$ cat src/common/igc_defs.svh
`ifndef IGC_DEFS_SVH
`define IGC_DEFS_SVH

// Register indices; byte address is four times the index
`define IGC_IDX_EDGE      8'hBF
`define IGC_IDX_STACK     8'hDF
`define IGC_IDX_ENABLE    8'hC9
`define IGC_IDX_REQUEST   8'hC8
`define IGC_IDX_EVSTAT    8'hF0
`define IGC_IDX_EVMASK    8'hF1

// Field positions
`define IGC_BIT_GIE       7
`define IGC_SP_HI         2
`define IGC_P0SEL_LO      3
`define IGC_P1SEL_LO      5
`define IGC_SRC_PIN0      0
`define IGC_SRC_PIN1      1
`define IGC_SRC_TX        2
`define IGC_SRC_RX        3
`define IGC_SRC_BTMR      4
`define IGC_SRC_TCNT      5
`define IGC_SRC_ADC       7

// Implemented source bits (bit 6 is reserved)
`define IGC_SRC_MASK      8'hBF

// Writable bits of the edge select register (both select fields)
`define IGC_EDGE_WMASK    8'h78

// Reset values
`define IGC_RST_EDGE      8'h50
`define IGC_RST_SP        3'h7
`define IGC_RST_GIE       1'b0

// Vector address loaded into the program counter
`define IGC_VEC_ADDR      12'h008

`endif

$ cat src/common/igc_pkg.sv
package igc_pkg;

    typedef enum logic [1:0] {
        IGC_EDGE_NONE = 2'h0,
        IGC_EDGE_RISE = 2'h1,
        IGC_EDGE_FALL = 2'h2,
        IGC_EDGE_BOTH = 2'h3
    } igc_edge_t;

    // Single-cycle event pulses from on-chip peripherals
    typedef struct packed {
        logic adcDone;
        logic tmrCntOvf;
        logic baseTmrOvf;
        logic rxDone;
        logic txDone;
    } igc_evt_t;

    // Vector load presented to the program sequencer
    typedef struct packed {
        logic        load;
        logic [11:0] pc;
        logic [11:0] retAddr;
        logic [2:0]  slot;
    } igc_vec_t;

endpackage : igc_pkg

$ cat src/rtl/igc_top.sv
`timescale 1ns/10ps
`include "igc_defs.svh"
// Behaviour
// - No vectoring while the global enable bit (stack register bit 7) is zero.
// - On acceptance load PC with 8 and push return address one stack level.
// - Stack register: 3-bit pointer resetting to ones, global enable resetting to 0.
// - Entry saves neither accumulator nor flag register; software does that.
// - Selected pin edge sets its request flag regardless of its enable bit.
// - Vector only for a source whose flag and enable are both set.
// - Pin 0 select bits 4:3: 01 rise, 10 fall, 11 both, 00 reserved.
// - Pin 1 select bits 6:5 same coding, resetting to falling edge.
// - Flags set by pin edges, both timer overflows, ADC end, serial tx/rx end.
// - Flags set by events whether enabled or not; a flag alone causes no vectoring.
// - Global enable cleared on service entry and set again on return.
// - Enable register: one read/write bit per source at fixed positions.
module igc_top #(
    parameter int ADDR_W = 10
) (
    input  wire logic                  clk,
    input  wire logic                  rst,
    input  wire logic                  wbCyc,
    input  wire logic                  wbStb,
    input  wire logic                  wbWe,
    input  wire logic [ADDR_W-1:0]     wbAdr,
    input  wire logic [3:0]            wbSel,
    input  wire logic [31:0]           wbDatW,
    output logic      [31:0]           wbDatR,
    output logic                       wbAck,
    input  wire logic                  extIrqPin0,
    input  wire logic                  extIrqPin1,
    input  wire igc_pkg::igc_evt_t     evt,
    input  wire logic                  coreReady,
    input  wire logic                  retiDone,
    input  wire logic [11:0]           curPc,
    output igc_pkg::igc_vec_t          vec,
    output logic                       irqOut
);
    import igc_pkg::*;

    // ------------------------------------------------------------
    // Helpers
    // ------------------------------------------------------------
    function automatic logic edgeHit(input logic [1:0] sel, input logic cur,
                                     input logic prev);
        logic rise;
        logic fall;
        rise = cur & ~prev;
        fall = ~cur & prev;
        case (igc_edge_t'(sel))
            IGC_EDGE_RISE: edgeHit = rise;
            IGC_EDGE_FALL: edgeHit = fall;
            IGC_EDGE_BOTH: edgeHit = rise | fall;
            default:       edgeHit = 1'b0;
        endcase
    endfunction : edgeHit

    // ------------------------------------------------------------
    // Registers
    // ------------------------------------------------------------
    logic [7:0]  edgeSel_q;
    logic [7:0]  irqEn_q;
    logic [7:0]  irqReq_q;
    logic [7:0]  irqReq_d;
    logic [7:0]  evStat_q;
    logic [7:0]  evStat_d;
    logic [7:0]  evMask_q;
    logic        gie_q;
    logic        gie_d;
    logic [2:0]  stackPtr_q;
    logic [2:0]  stackPtr_d;
    logic [1:0]  pin0Sync_q;
    logic [1:0]  pin1Sync_q;
    logic        pin0Prev_q;
    logic        pin1Prev_q;
    logic        ack_q;
    logic [31:0] datR_q;
    igc_vec_t    vec_q;

    // ------------------------------------------------------------
    // Bus decode
    // ------------------------------------------------------------
    wire        busReq   = wbCyc & wbStb & ~ack_q;
    wire        busWr    = busReq & wbWe & wbSel[0];
    wire [7:0]  regIdx   = wbAdr[9:2];
    wire [7:0]  wrByte   = wbDatW[7:0];
    wire        wrEdge   = busWr & (regIdx == `IGC_IDX_EDGE);
    wire        wrStack  = busWr & (regIdx == `IGC_IDX_STACK);
    wire        wrEnable = busWr & (regIdx == `IGC_IDX_ENABLE);
    wire        wrReq    = busWr & (regIdx == `IGC_IDX_REQUEST);
    wire        wrStat   = busWr & (regIdx == `IGC_IDX_EVSTAT);
    wire        wrMask   = busWr & (regIdx == `IGC_IDX_EVMASK);
    wire [7:0]  stackRd  = {gie_q, 4'h0, stackPtr_q};
    wire [7:0]  rdByte   =
        (regIdx == `IGC_IDX_EDGE)    ? edgeSel_q :
        (regIdx == `IGC_IDX_STACK)   ? stackRd :
        (regIdx == `IGC_IDX_ENABLE)  ? irqEn_q :
        (regIdx == `IGC_IDX_REQUEST) ? irqReq_q :
        (regIdx == `IGC_IDX_EVSTAT)  ? evStat_q :
        (regIdx == `IGC_IDX_EVMASK)  ? evMask_q : 8'h00;

    // ------------------------------------------------------------
    // Pin synchronisers and edge detect
    // ------------------------------------------------------------
    wire [1:0] pin0Sel = edgeSel_q[`IGC_P0SEL_LO +: 2];
    wire [1:0] pin1Sel = edgeSel_q[`IGC_P1SEL_LO +: 2];
    wire       pin0Hit = edgeHit(pin0Sel, pin0Sync_q[1], pin0Prev_q);
    wire       pin1Hit = edgeHit(pin1Sel, pin1Sync_q[1], pin1Prev_q);

    always_ff @(posedge clk) begin
        if (rst) begin
            pin0Sync_q <= 2'h0;
            pin1Sync_q <= 2'h0;
            pin0Prev_q <= 1'b0;
            pin1Prev_q <= 1'b0;
        end else begin
            pin0Sync_q <= {pin0Sync_q[0], extIrqPin0};
            pin1Sync_q <= {pin1Sync_q[0], extIrqPin1};
            pin0Prev_q <= pin0Sync_q[1];
            pin1Prev_q <= pin1Sync_q[1];
        end
    end

    // ------------------------------------------------------------
    // Request flags
    // ------------------------------------------------------------
    wire [7:0] evtVec = {evt.adcDone, 1'b0, evt.tmrCntOvf, evt.baseTmrOvf,
                         evt.rxDone, evt.txDone, pin1Hit, pin0Hit};

    // Events override a same-cycle software write
    always_comb begin
        irqReq_d = irqReq_q;
        if (wrReq) begin
            irqReq_d = wrByte;
        end
        irqReq_d = (irqReq_d | evtVec) & `IGC_SRC_MASK;
    end

    // ------------------------------------------------------------
    // Vectoring and stack
    // ------------------------------------------------------------
    wire [7:0] pendEn = irqReq_q & irqEn_q & `IGC_SRC_MASK;
    wire       take   = gie_q & (|pendEn) & coreReady;

    // PC, return address, slot, stack pointer and global enable move; accumulator and flags are untouched
    always_comb begin
        gie_d      = gie_q;
        stackPtr_d = stackPtr_q;
        if (wrStack) begin
            gie_d      = wrByte[`IGC_BIT_GIE];
            stackPtr_d = wrByte[`IGC_SP_HI:0];
        end
        if (take) begin
            gie_d      = 1'b0;
            stackPtr_d = stackPtr_q - 3'h1;
        end else if (retiDone) begin
            gie_d      = 1'b1;
            stackPtr_d = stackPtr_q + 3'h1;
        end
    end

    always_ff @(posedge clk) begin
        if (rst) begin
            vec_q <= '0;
        end else begin
            vec_q.load    <= take;
            vec_q.pc      <= take ? `IGC_VEC_ADDR : vec_q.pc;
            vec_q.retAddr <= take ? curPc : vec_q.retAddr;
            vec_q.slot    <= take ? stackPtr_q : vec_q.slot;
        end
    end

    // ------------------------------------------------------------
    // Event status and interrupt output
    // ------------------------------------------------------------
    always_comb begin
        evStat_d = evStat_q;
        if (wrStat) begin
            evStat_d = evStat_q & ~wrByte;
        end
        evStat_d = (evStat_d | evtVec) & `IGC_SRC_MASK;
    end

    assign irqOut = |(evStat_q & evMask_q);

    // ------------------------------------------------------------
    // Register state
    // ------------------------------------------------------------
    always_ff @(posedge clk) begin
        if (rst) begin
            edgeSel_q  <= `IGC_RST_EDGE;
            irqEn_q    <= 8'h00;
            irqReq_q   <= 8'h00;
            evStat_q   <= 8'h00;
            evMask_q   <= 8'h00;
            gie_q      <= `IGC_RST_GIE;
            stackPtr_q <= `IGC_RST_SP;
        end else begin
            if (wrEdge) begin
                edgeSel_q <= wrByte & `IGC_EDGE_WMASK;
            end
            if (wrEnable) begin
                irqEn_q <= wrByte & `IGC_SRC_MASK;
            end
            if (wrMask) begin
                evMask_q <= wrByte & `IGC_SRC_MASK;
            end
            irqReq_q   <= irqReq_d;
            evStat_q   <= evStat_d;
            gie_q      <= gie_d;
            stackPtr_q <= stackPtr_d;
        end
    end

    // ------------------------------------------------------------
    // Bus answer
    // ------------------------------------------------------------
    always_ff @(posedge clk) begin
        if (rst) begin
            ack_q  <= 1'b0;
            datR_q <= 32'h0000_0000;
        end else begin
            ack_q  <= busReq;
            datR_q <= busReq ? {24'h00_0000, rdByte} : datR_q;
        end
    end

    assign wbAck  = ack_q;
    assign wbDatR = datR_q;
    assign vec    = vec_q;
endmodule : igc_top

$ cat config.mk
export PLATFORM = sky130hd
export DESIGN_NAME = igc_top
export DESIGN_NICKNAME = d
export VERILOG_FILES = /design/src/common/igc_pkg.sv /design/src/rtl/igc_top.sv
export VERILOG_INCLUDE_DIRS = /design/src /design/src/common
export SDC_FILE = /design/constraint.sdc
export NUM_CORES = 1
export LEC_CHECK = 0
export BUFFER_PORTS_ARGS = -buffer_cell sky130_fd_sc_hd__buf_2
export CAP_MARGIN = 25
export CELL_PAD_IN_SITES_DETAIL_PLACEMENT = 0
export CELL_PAD_IN_SITES_GLOBAL_PLACEMENT = 1
export CORE_UTILIZATION = 38
export DETAILED_ROUTE_END_ITERATION = 10
export PLACE_DENSITY = 0.95
export SYNTH_ARGS = -nofsm -noshare
export SYNTH_HDL_FRONTEND = slang
export SYNTH_SLANG_ARGS = --single-unit
$ cat constraint.sdc
create_clock -name clk -period 3.3 [get_ports clk]
set_input_delay 0.165 -clock clk [delete_from_list [all_inputs] [get_ports clk]]
set_output_delay 0.165 -clock clk [all_outputs]
set_load 0.005 [all_outputs]
==> key figures, run 1 <==
Floorplan
  – DIE AREA: 0.00950 mm2
  – Row count: 34
  – Die Ht: 97.5 um
  – Ports: 134
  – Initial core utilization: 39.5%
  – Core Region: 0.00876 mm2
  – Die X: 97.5 um

Timing
  – Setup TNS: 0 ns
  – Rel. slew slack: 45.3%
  – Fmax: 0.449 GHz
  – Setup Viol. Count Final: 0
  – Pins Over Slew Limit: 0
  – Clk_skew: 0.00596 ns
  – Final Hold Vio Count: 0
  – Final period utilization: 67.4%
  – RSZ-0062 raised after global routing: false
  – Period minus WS final: 2.23 ns
  – Least-Margin Pin Slew: 0.820 ns

Setup path
  – WS Path Type: flop to flop
  – CP max-delay cell: and3_1
  – Reg2reg start: wbAck
  – CP most frequent cell: and3_1
  – Required time of the critical path: 3.50 ns
  – Crit path DAT: 2.43 ns
  – CP max stage delay: 0.55 ns
  – Crit. End Element: flop
  – Critical path, cell by cell: and3b_1 > and3_1 > and3_1 > mux2i_1 > nor2_1
  – Reg2reg path depth: 5
  – Worst setup path startpoint: wbAck
  – Reg2Reg Setup Slack: 1.07 ns
  – FF-to-FF End: evMask_q[5]
  – Crit Path Max Fanout: 11
  – CP startpoint kind: flop

Drt
  – Drt initial violations: 178
  – Via Count: 2813
  – DR WL/cell: 14.2 um
  – Drt via density: 5.07
  – First drt pass iteration count: 4
  – WL final: 7.86 mm
  – DRC viols: 0
  – ANT nets after route: 0

Synth
  – Share of the yosys chip area belonging to registers: 39.3%
  – Post-synth cell types: 57
  – Syn Area/Cell: 9.18 um2
  – Post-Syn Area: 0.00346 mm2
  – Synth Flop Type: dfxtp_1
  – Ys Warns: 0
  – Synth Register Bits: 68
  – Post-synth ARST share: 0%
  – Synth Instances: 377
  – Number of synthesized flops with an enable pin: 0

Placed design
  – RePlAce Congestion: 0.843
  – Dpl hpwl: 5.83 mm
  – Port Buf Inserts: 69

Cells and area
  – Share of post-route cells with drive strength above 1: 24.2%
  – # diodes: 0
  – Area Growth Syn to Fin: 13.2%
  – Final nets: 520
  – Post-layout util: 44.7%

GRT
  – First-pass GRT wire length: 12.8 mm
  – Largest net degree at the start of global routing: 46
  – Vias in the first global route: 2691
  – Remaining Overflow, GRT: 0
  – GRT Total Usage: 16.9%
  – Initial antenna violation count: 0

Clocking
  – Root buf cell: clkbuf_8
  – TritonCTS clock tree: done
  – Worst-path clk slew: 0.07 ns
  – H-tree depth: 3
  – CTS hold repair buffers: 0
  – Clock Latency Late Sink: 0.35 ns
  – Clk buf depth: 2
  – TritonCTS buffer count: 9
  – Post-CTS setup buffer count: 0
  – Sink Count: 68
  – Cts repair resizes: 0

Worst hold path
  – Hold Path Class: primary input to flop
  – Hold depth: 2
  – Hold_sp: extIrqPin0
  – Worst hold endpoint: pin0Sync_q[0]

Outcome
  – Status: finished clean

Pwr
  – Leakage: 0.00166 uW
  – VDD IR max: 0.279 mV
  – PD cells: 414 mW/mm2

Flow run
  – MaxCap Viol Count: 0
registers in the layout, indices dropped and copies added, names as in the netlist:
register and cells:
vec 17, wbDatR 8, evMask_q 7, evStat_q 7
irqEn_q 7, irqReq_q 7, edgeSel_q 4, stackPtr_q 3
pin0Sync_q 2, pin1Sync_q 2, gie_q 1, pin0Prev_q 1
pin1Prev_q 1, wbAck 1
power by group:
group | internal (uW) | switching [uW] | total [uW]
Clock | 311 | 311 | 623
Sequential | 841 | 17.2 | 858
Combinational | 56.2 | 86.9 | 143
cells in the mapped netlist, types with 2 or more instances:
library cell / instances / area [um2]
a31oi_1: 6 / 37.5
mux2i_1: 42 / 420
nor2b_1: 6 / 37.5
nor3_1: 3 / 15.0
buf_1: 4 / 15.0
nor3_2: 2 / 20.0
nand2b_1: 2 / 12.5
mux2_2: 6 / 67.6
nor2_1: 46 / 173
o211ai_1: 2 / 15.0
buf_4: 37 / 278
dfxtp_1: 68 / 1360
nand2_1: 18 / 67.6
inv_1: 15 / 56.3
a22oi_1: 6 / 45.0
and3_1: 6 / 37.5
nand3b_1: 4 / 30.0
a222oi_1: 3 / 30.0
clkbuf_1: 7 / 26.3
nor4_1: 4 / 25.0
ha_1: 6 / 75.1
o21ai_0: 4 / 20.0
buf_2: 3 / 15.0
a211o_1: 5 / 43.8
nor4_4: 2 / 42.5
nand3_1: 12 / 60.1
a211oi_1: 4 / 30.0
a21oi_1: 24 / 120
o21bai_1: 2 / 15.0
stage by stage:
| stage | hold WS (ns) | total power (uW) | area [um2] | std cells | setup WS (ns) |
|---|---|---|---|---|---|
| floorplan | 0.282 | 987 | 3590 | 411 | 1.56 |
| global placement | 0.378 | 1010 | 3740 | 539 | 1.10 |
| detailed placement | 0.378 | 1020 | 3740 | 539 | 1.09 |
| CTS | 0.0116 | 1630 | 3920 | 555 | 1.09 |
| global route | 0.0346 | 1700 | 3920 | 555 | 0.984 |
| finish | 0.0196 | 1620 | 3920 | 555 | 1.07 |
metal layers:
layer	global-route usage [%]	share of wire [%]	up-vias
met2	27.9	48	103
met3	5.54	6.7	9
met4	4.41	0.75	0
met5	0	0	-
li1	-	-	1384
met1	21.2	44	1317
layout by cell type (no fill, tap or decap), types with 2 or more instances in the layout:
cell type	count
mux2_2	6
nand2b_1	2
ha_1	6
clkbuf_8	11
and3_1	6
a31oi_1	5
nand3b_1	4
dfxtp_1	68
nor3_1	3
inv_1	15
o21ai_0	4
nand2_1	18
clkinv_2	3
buf_2	69
o21bai_1	2
nor2b_1	6
nand3_1	12
nor4_1	4
a21oi_1	24
nor2_1	46
nor4_4	2
a211oi_1	4
nor3_2	2
a22oi_1	6
buf_4	4
a222oi_1	3
a211o_1	5
conb_1	35
o211ai_1	2
mux2i_1	42
kinds of logic after synthesis:
group | Yosys count | synth area share [%]
AND/OR/NAND/NOR | 119 | 19.0
multiplexers | 49 | 14.4
other | 1 | 0.108
adder cells (fa/ha/maj) | 6 | 2.17
AO/OA/AOI/OAI | 64 | 12.3
buffers and inverters | 68 | 12.2
flip-flops | 68 | 39.3
XOR/XNOR | 2 | 0.506
worst max-delay path: cells and delay by family (launching register included):
family        cells  cell delay, ns
simple gates      4            1.51
flops             1            0.31
mux               1            0.26
worst max path at each step:
stage,to,slack [ns],depth (start not counted)
floorplan,stackPtr_q[1],1.56,7
finish,evMask_q[5],1.07,5
CTS,irqEn_q[5],1.09,6
global route,irqEn_q[2],0.98,6
global placement,irqEn_q[4],1.10,6
detailed placement,evMask_q[5],1.09,5
final cells by class:
type	count	area, um2
Clock buffer	12	155
Clock inverter	4	23.8
Fill cell	866	4840
Inverter	15	56.3
Multi-Input combinational cell	275	1810
Sequential cell	68	1360
Tap cell	108	135
Timing Repair Buffer	73	375
(Power assumes the default switching activity.)
==> run 2, diff against run 1 <==
CORE_UTILIZATION = 36   (was 38)
PLACE_DENSITY = 0.93   (was 0.95)
clock period = 2.15 ns   (was 3.3 ns; I/O delays follow)
==> run 2 against run 1 <==
  * Non-clock buffer count rose by 24
  * Clock skew rose by 0.0037 ns
  * Clock power rose by 89%
  * Final area rose by 7.2%
  * Cell count rose by 8.1%
  * First-iteration DRC count rose by 12%
==> key figures, run 2 (synthesis results as in run 1) <==
Floorplan
  – Die X: 100 um (+2.7%)
  – Core Region: 0.00928 mm2 (+5.9%)
  – Row count: 35 (+2.9%)
  – Initial core utilization: 37.3% (-2.2 points)
  – Ports: 134 (unchanged)
  – DIE AREA: 0.0100 mm2 (+5.4%)
  – Die Ht: 100 um (+2.7%)

Cells and area
  – Final nets: 544 (+4.6%)
  – Commonest cells after routing, fill and taps aside: buf_2 (69), dfxtp_1 (68), nor2_1 (46), mux2i_1 (42), conb_1 (35)
  – Max FFs per register: 17 (unchanged)
  – Most common cell after layout, fill and taps aside: buf_2
  – Share of post-route cells with drive strength above 1: 25.3% (+1.1 points)
  – Area Growth Syn to Fin: 21.4%
  – # diodes: 0 (unchanged)
  – Post-layout util: 45.3% (+0.55 points)

Timing
  – Setup TNS: 0 ns (unchanged)
  – RSZ-0062 raised after global routing: false
  – Pins Over Slew Limit: 0 (unchanged)
  – Period minus WS final: 1.99 ns (-0.235 ns)
  – Rel. slew slack: 53.0% (+7.7 points)
  – Least-Margin Pin Slew: 0.705 ns (-0.115 ns)
  – Clk_skew: 0.00969 ns (+0.00374 ns)
  – Setup Viol. Count Final: 0 (unchanged)
  – Final period utilization: 92.6% (+25 points)
  – Final Hold Vio Count: 0 (unchanged)
  – PnR worst setup slack: 0.160 ns (-0.915 ns)
  – Fmax: 0.502 GHz (+12%)

Drt
  – Drt initial violations: 199 (+12%)
  – Drt via density: 4.93 (-2.7%)
  – Via Count: 2960 (+5.2%)
  – ANT nets after route: 0 (unchanged)
  – DRC viols: 0 (unchanged)
  – DR WL/cell: 13.9 um (-1.9%)
  – First drt pass iteration count: 4 (unchanged)
  – WL final: 8.33 mm (+6.0%)

Clocking
  – Root buf cell: clkbuf_8
  – CTS hold repair buffers: 14 (+14)
  – TritonCTS buffer count: 9 (unchanged)
  – Sink Count: 68 (unchanged)
  – Worst-path clk slew: 0.08 ns (about the same)
  – Clk buf depth: 2 (unchanged)
  – H-tree depth: 3 (unchanged)
  – Cts repair resizes: 0 (unchanged)
  – Post-CTS setup buffer count: 0 (unchanged)
  – TritonCTS clock tree: done
  – Clock Latency Late Sink: 0.34 ns (about the same)

Worst hold path
  – Hold Path Class: primary input to flop

GRT
  – Largest net degree at the start of global routing: 39 (-15%)
  – Remaining Overflow, GRT: 0 (unchanged)
  – Initial antenna violation count: 0 (unchanged)
  – Met2 Usage GRT: 27.6% (-0.28 points)
  – Met1 usage: 22.4% (+1.2 points)
  – First-pass GRT wire length: 13.3 mm (+3.7%)
  – M3 GR Usage: 3.41% (-2.1 points)
  – GRT Total Usage: 17.0% (+0.070 points)
  – Most Used Layer, Global Route: met2
  – Vias in the first global route: 2718 (+1.0%)

Flow run
  – MaxCap Viol Count: 0 (unchanged)

Setup path
  – Crit. End Element: flop
  – Crit Path Max Fanout: 7 (-4)
  – Crit path DAT: 2.23 ns (-0.20 ns)
  – Required time of the critical path: 2.38 ns (-1.12 ns)
  – CP startpoint kind: flop
  – WS Path Type: flop to flop

Placed design
  – Port Buf Inserts: 69 (unchanged)
  – Worst slack, placed: 0.187 ns (-0.907 ns)
  – RePlAce Congestion: 0.851 (+0.91%)
  – Dpl hpwl: 6.12 mm (+5.1%)

Outcome
  – Status: finished clean

Pwr
  – Leakage: 0.00178 uW (+7.3%)
  – VDD IR max: 0.371 mV (+33%)
  – PD cells: 652 mW/mm2 (+57%)
  – Power, Total: 2740 uW (+69%)
-- run 2: changes by cell type in the layout (fill, tap and decap cells not counted) --
cell / delta
buf_4: +10
bufinv_16: +2
inv_6: +2
clkbuf_1: -1
clkinvlp_4: +2
clkinv_4: -1
clkinv_2: -2
dlygate4sd3_1: +14
clkbuf_8: -2
-- run 2: area by class of cell --
cell class,instances,area (um2)
fillers,920,5080
multi-input cells,275,1810
flip-flops and latches,68,1360
repair buffers,97,591
well taps,129,161
clock buffers,9,124
clock inverters,7,97.6
inverters,15,56.3
-- run 2: final timing paths --
path / start / to / cells after the start / slack [ns]
worst max-delay path: irqReq_q[0] / stackPtr_q[2] / 5 / 0.16
worst min-delay path: curPc[10] / vec[13] / 3 / 0.007
worst max register to register: irqReq_q[0] / stackPtr_q[2] / 5 / 0.16
worst min register to register: pin1Sync_q[0] / pin1Sync_q[1] / 1 / 0.44
-- run 2: metal layers --
layer | up-vias | routed length [um] | share of wire, %
met1 | 1413 | 3800 | 46
met5 | - | 0 | 0
met4 | 0 | 137 | 1.6
met3 | 14 | 381 | 4.6
met2 | 95 | 4020 | 48
li1 | 1438 | - | -
-- run 2: critical path, cell delays in order, from the launching register on --
cell and delay, ns:
dfxtp_1 0.34, a222oi_1 0.46, a31oi_2 0.27, nor2_1 0.31, a221oi_1 0.15, a311o_1 0.36
-- run 2: power by group --
part / switching (uW) / leakage, uW / internal [uW]
logic: 139 / 0.00112 / 107
registers: 27.0 / 0.000554 / 1290
clock network: 518 / 0.000106 / 659
total: 685 / 0.00178 / 2060
-- run 2: metrics by stage --
stage / cells / cell area, um2 / hold slack (ns)
floorplan: 411 / 3590 / 0.225
global placement: 570 / 3840 / 0.316
detailed placement: 570 / 3840 / 0.321
CTS: 600 / 4200 / 0.00183
global route: 600 / 4200 / 0.0121
finish: 600 / 4200 / 0.00671
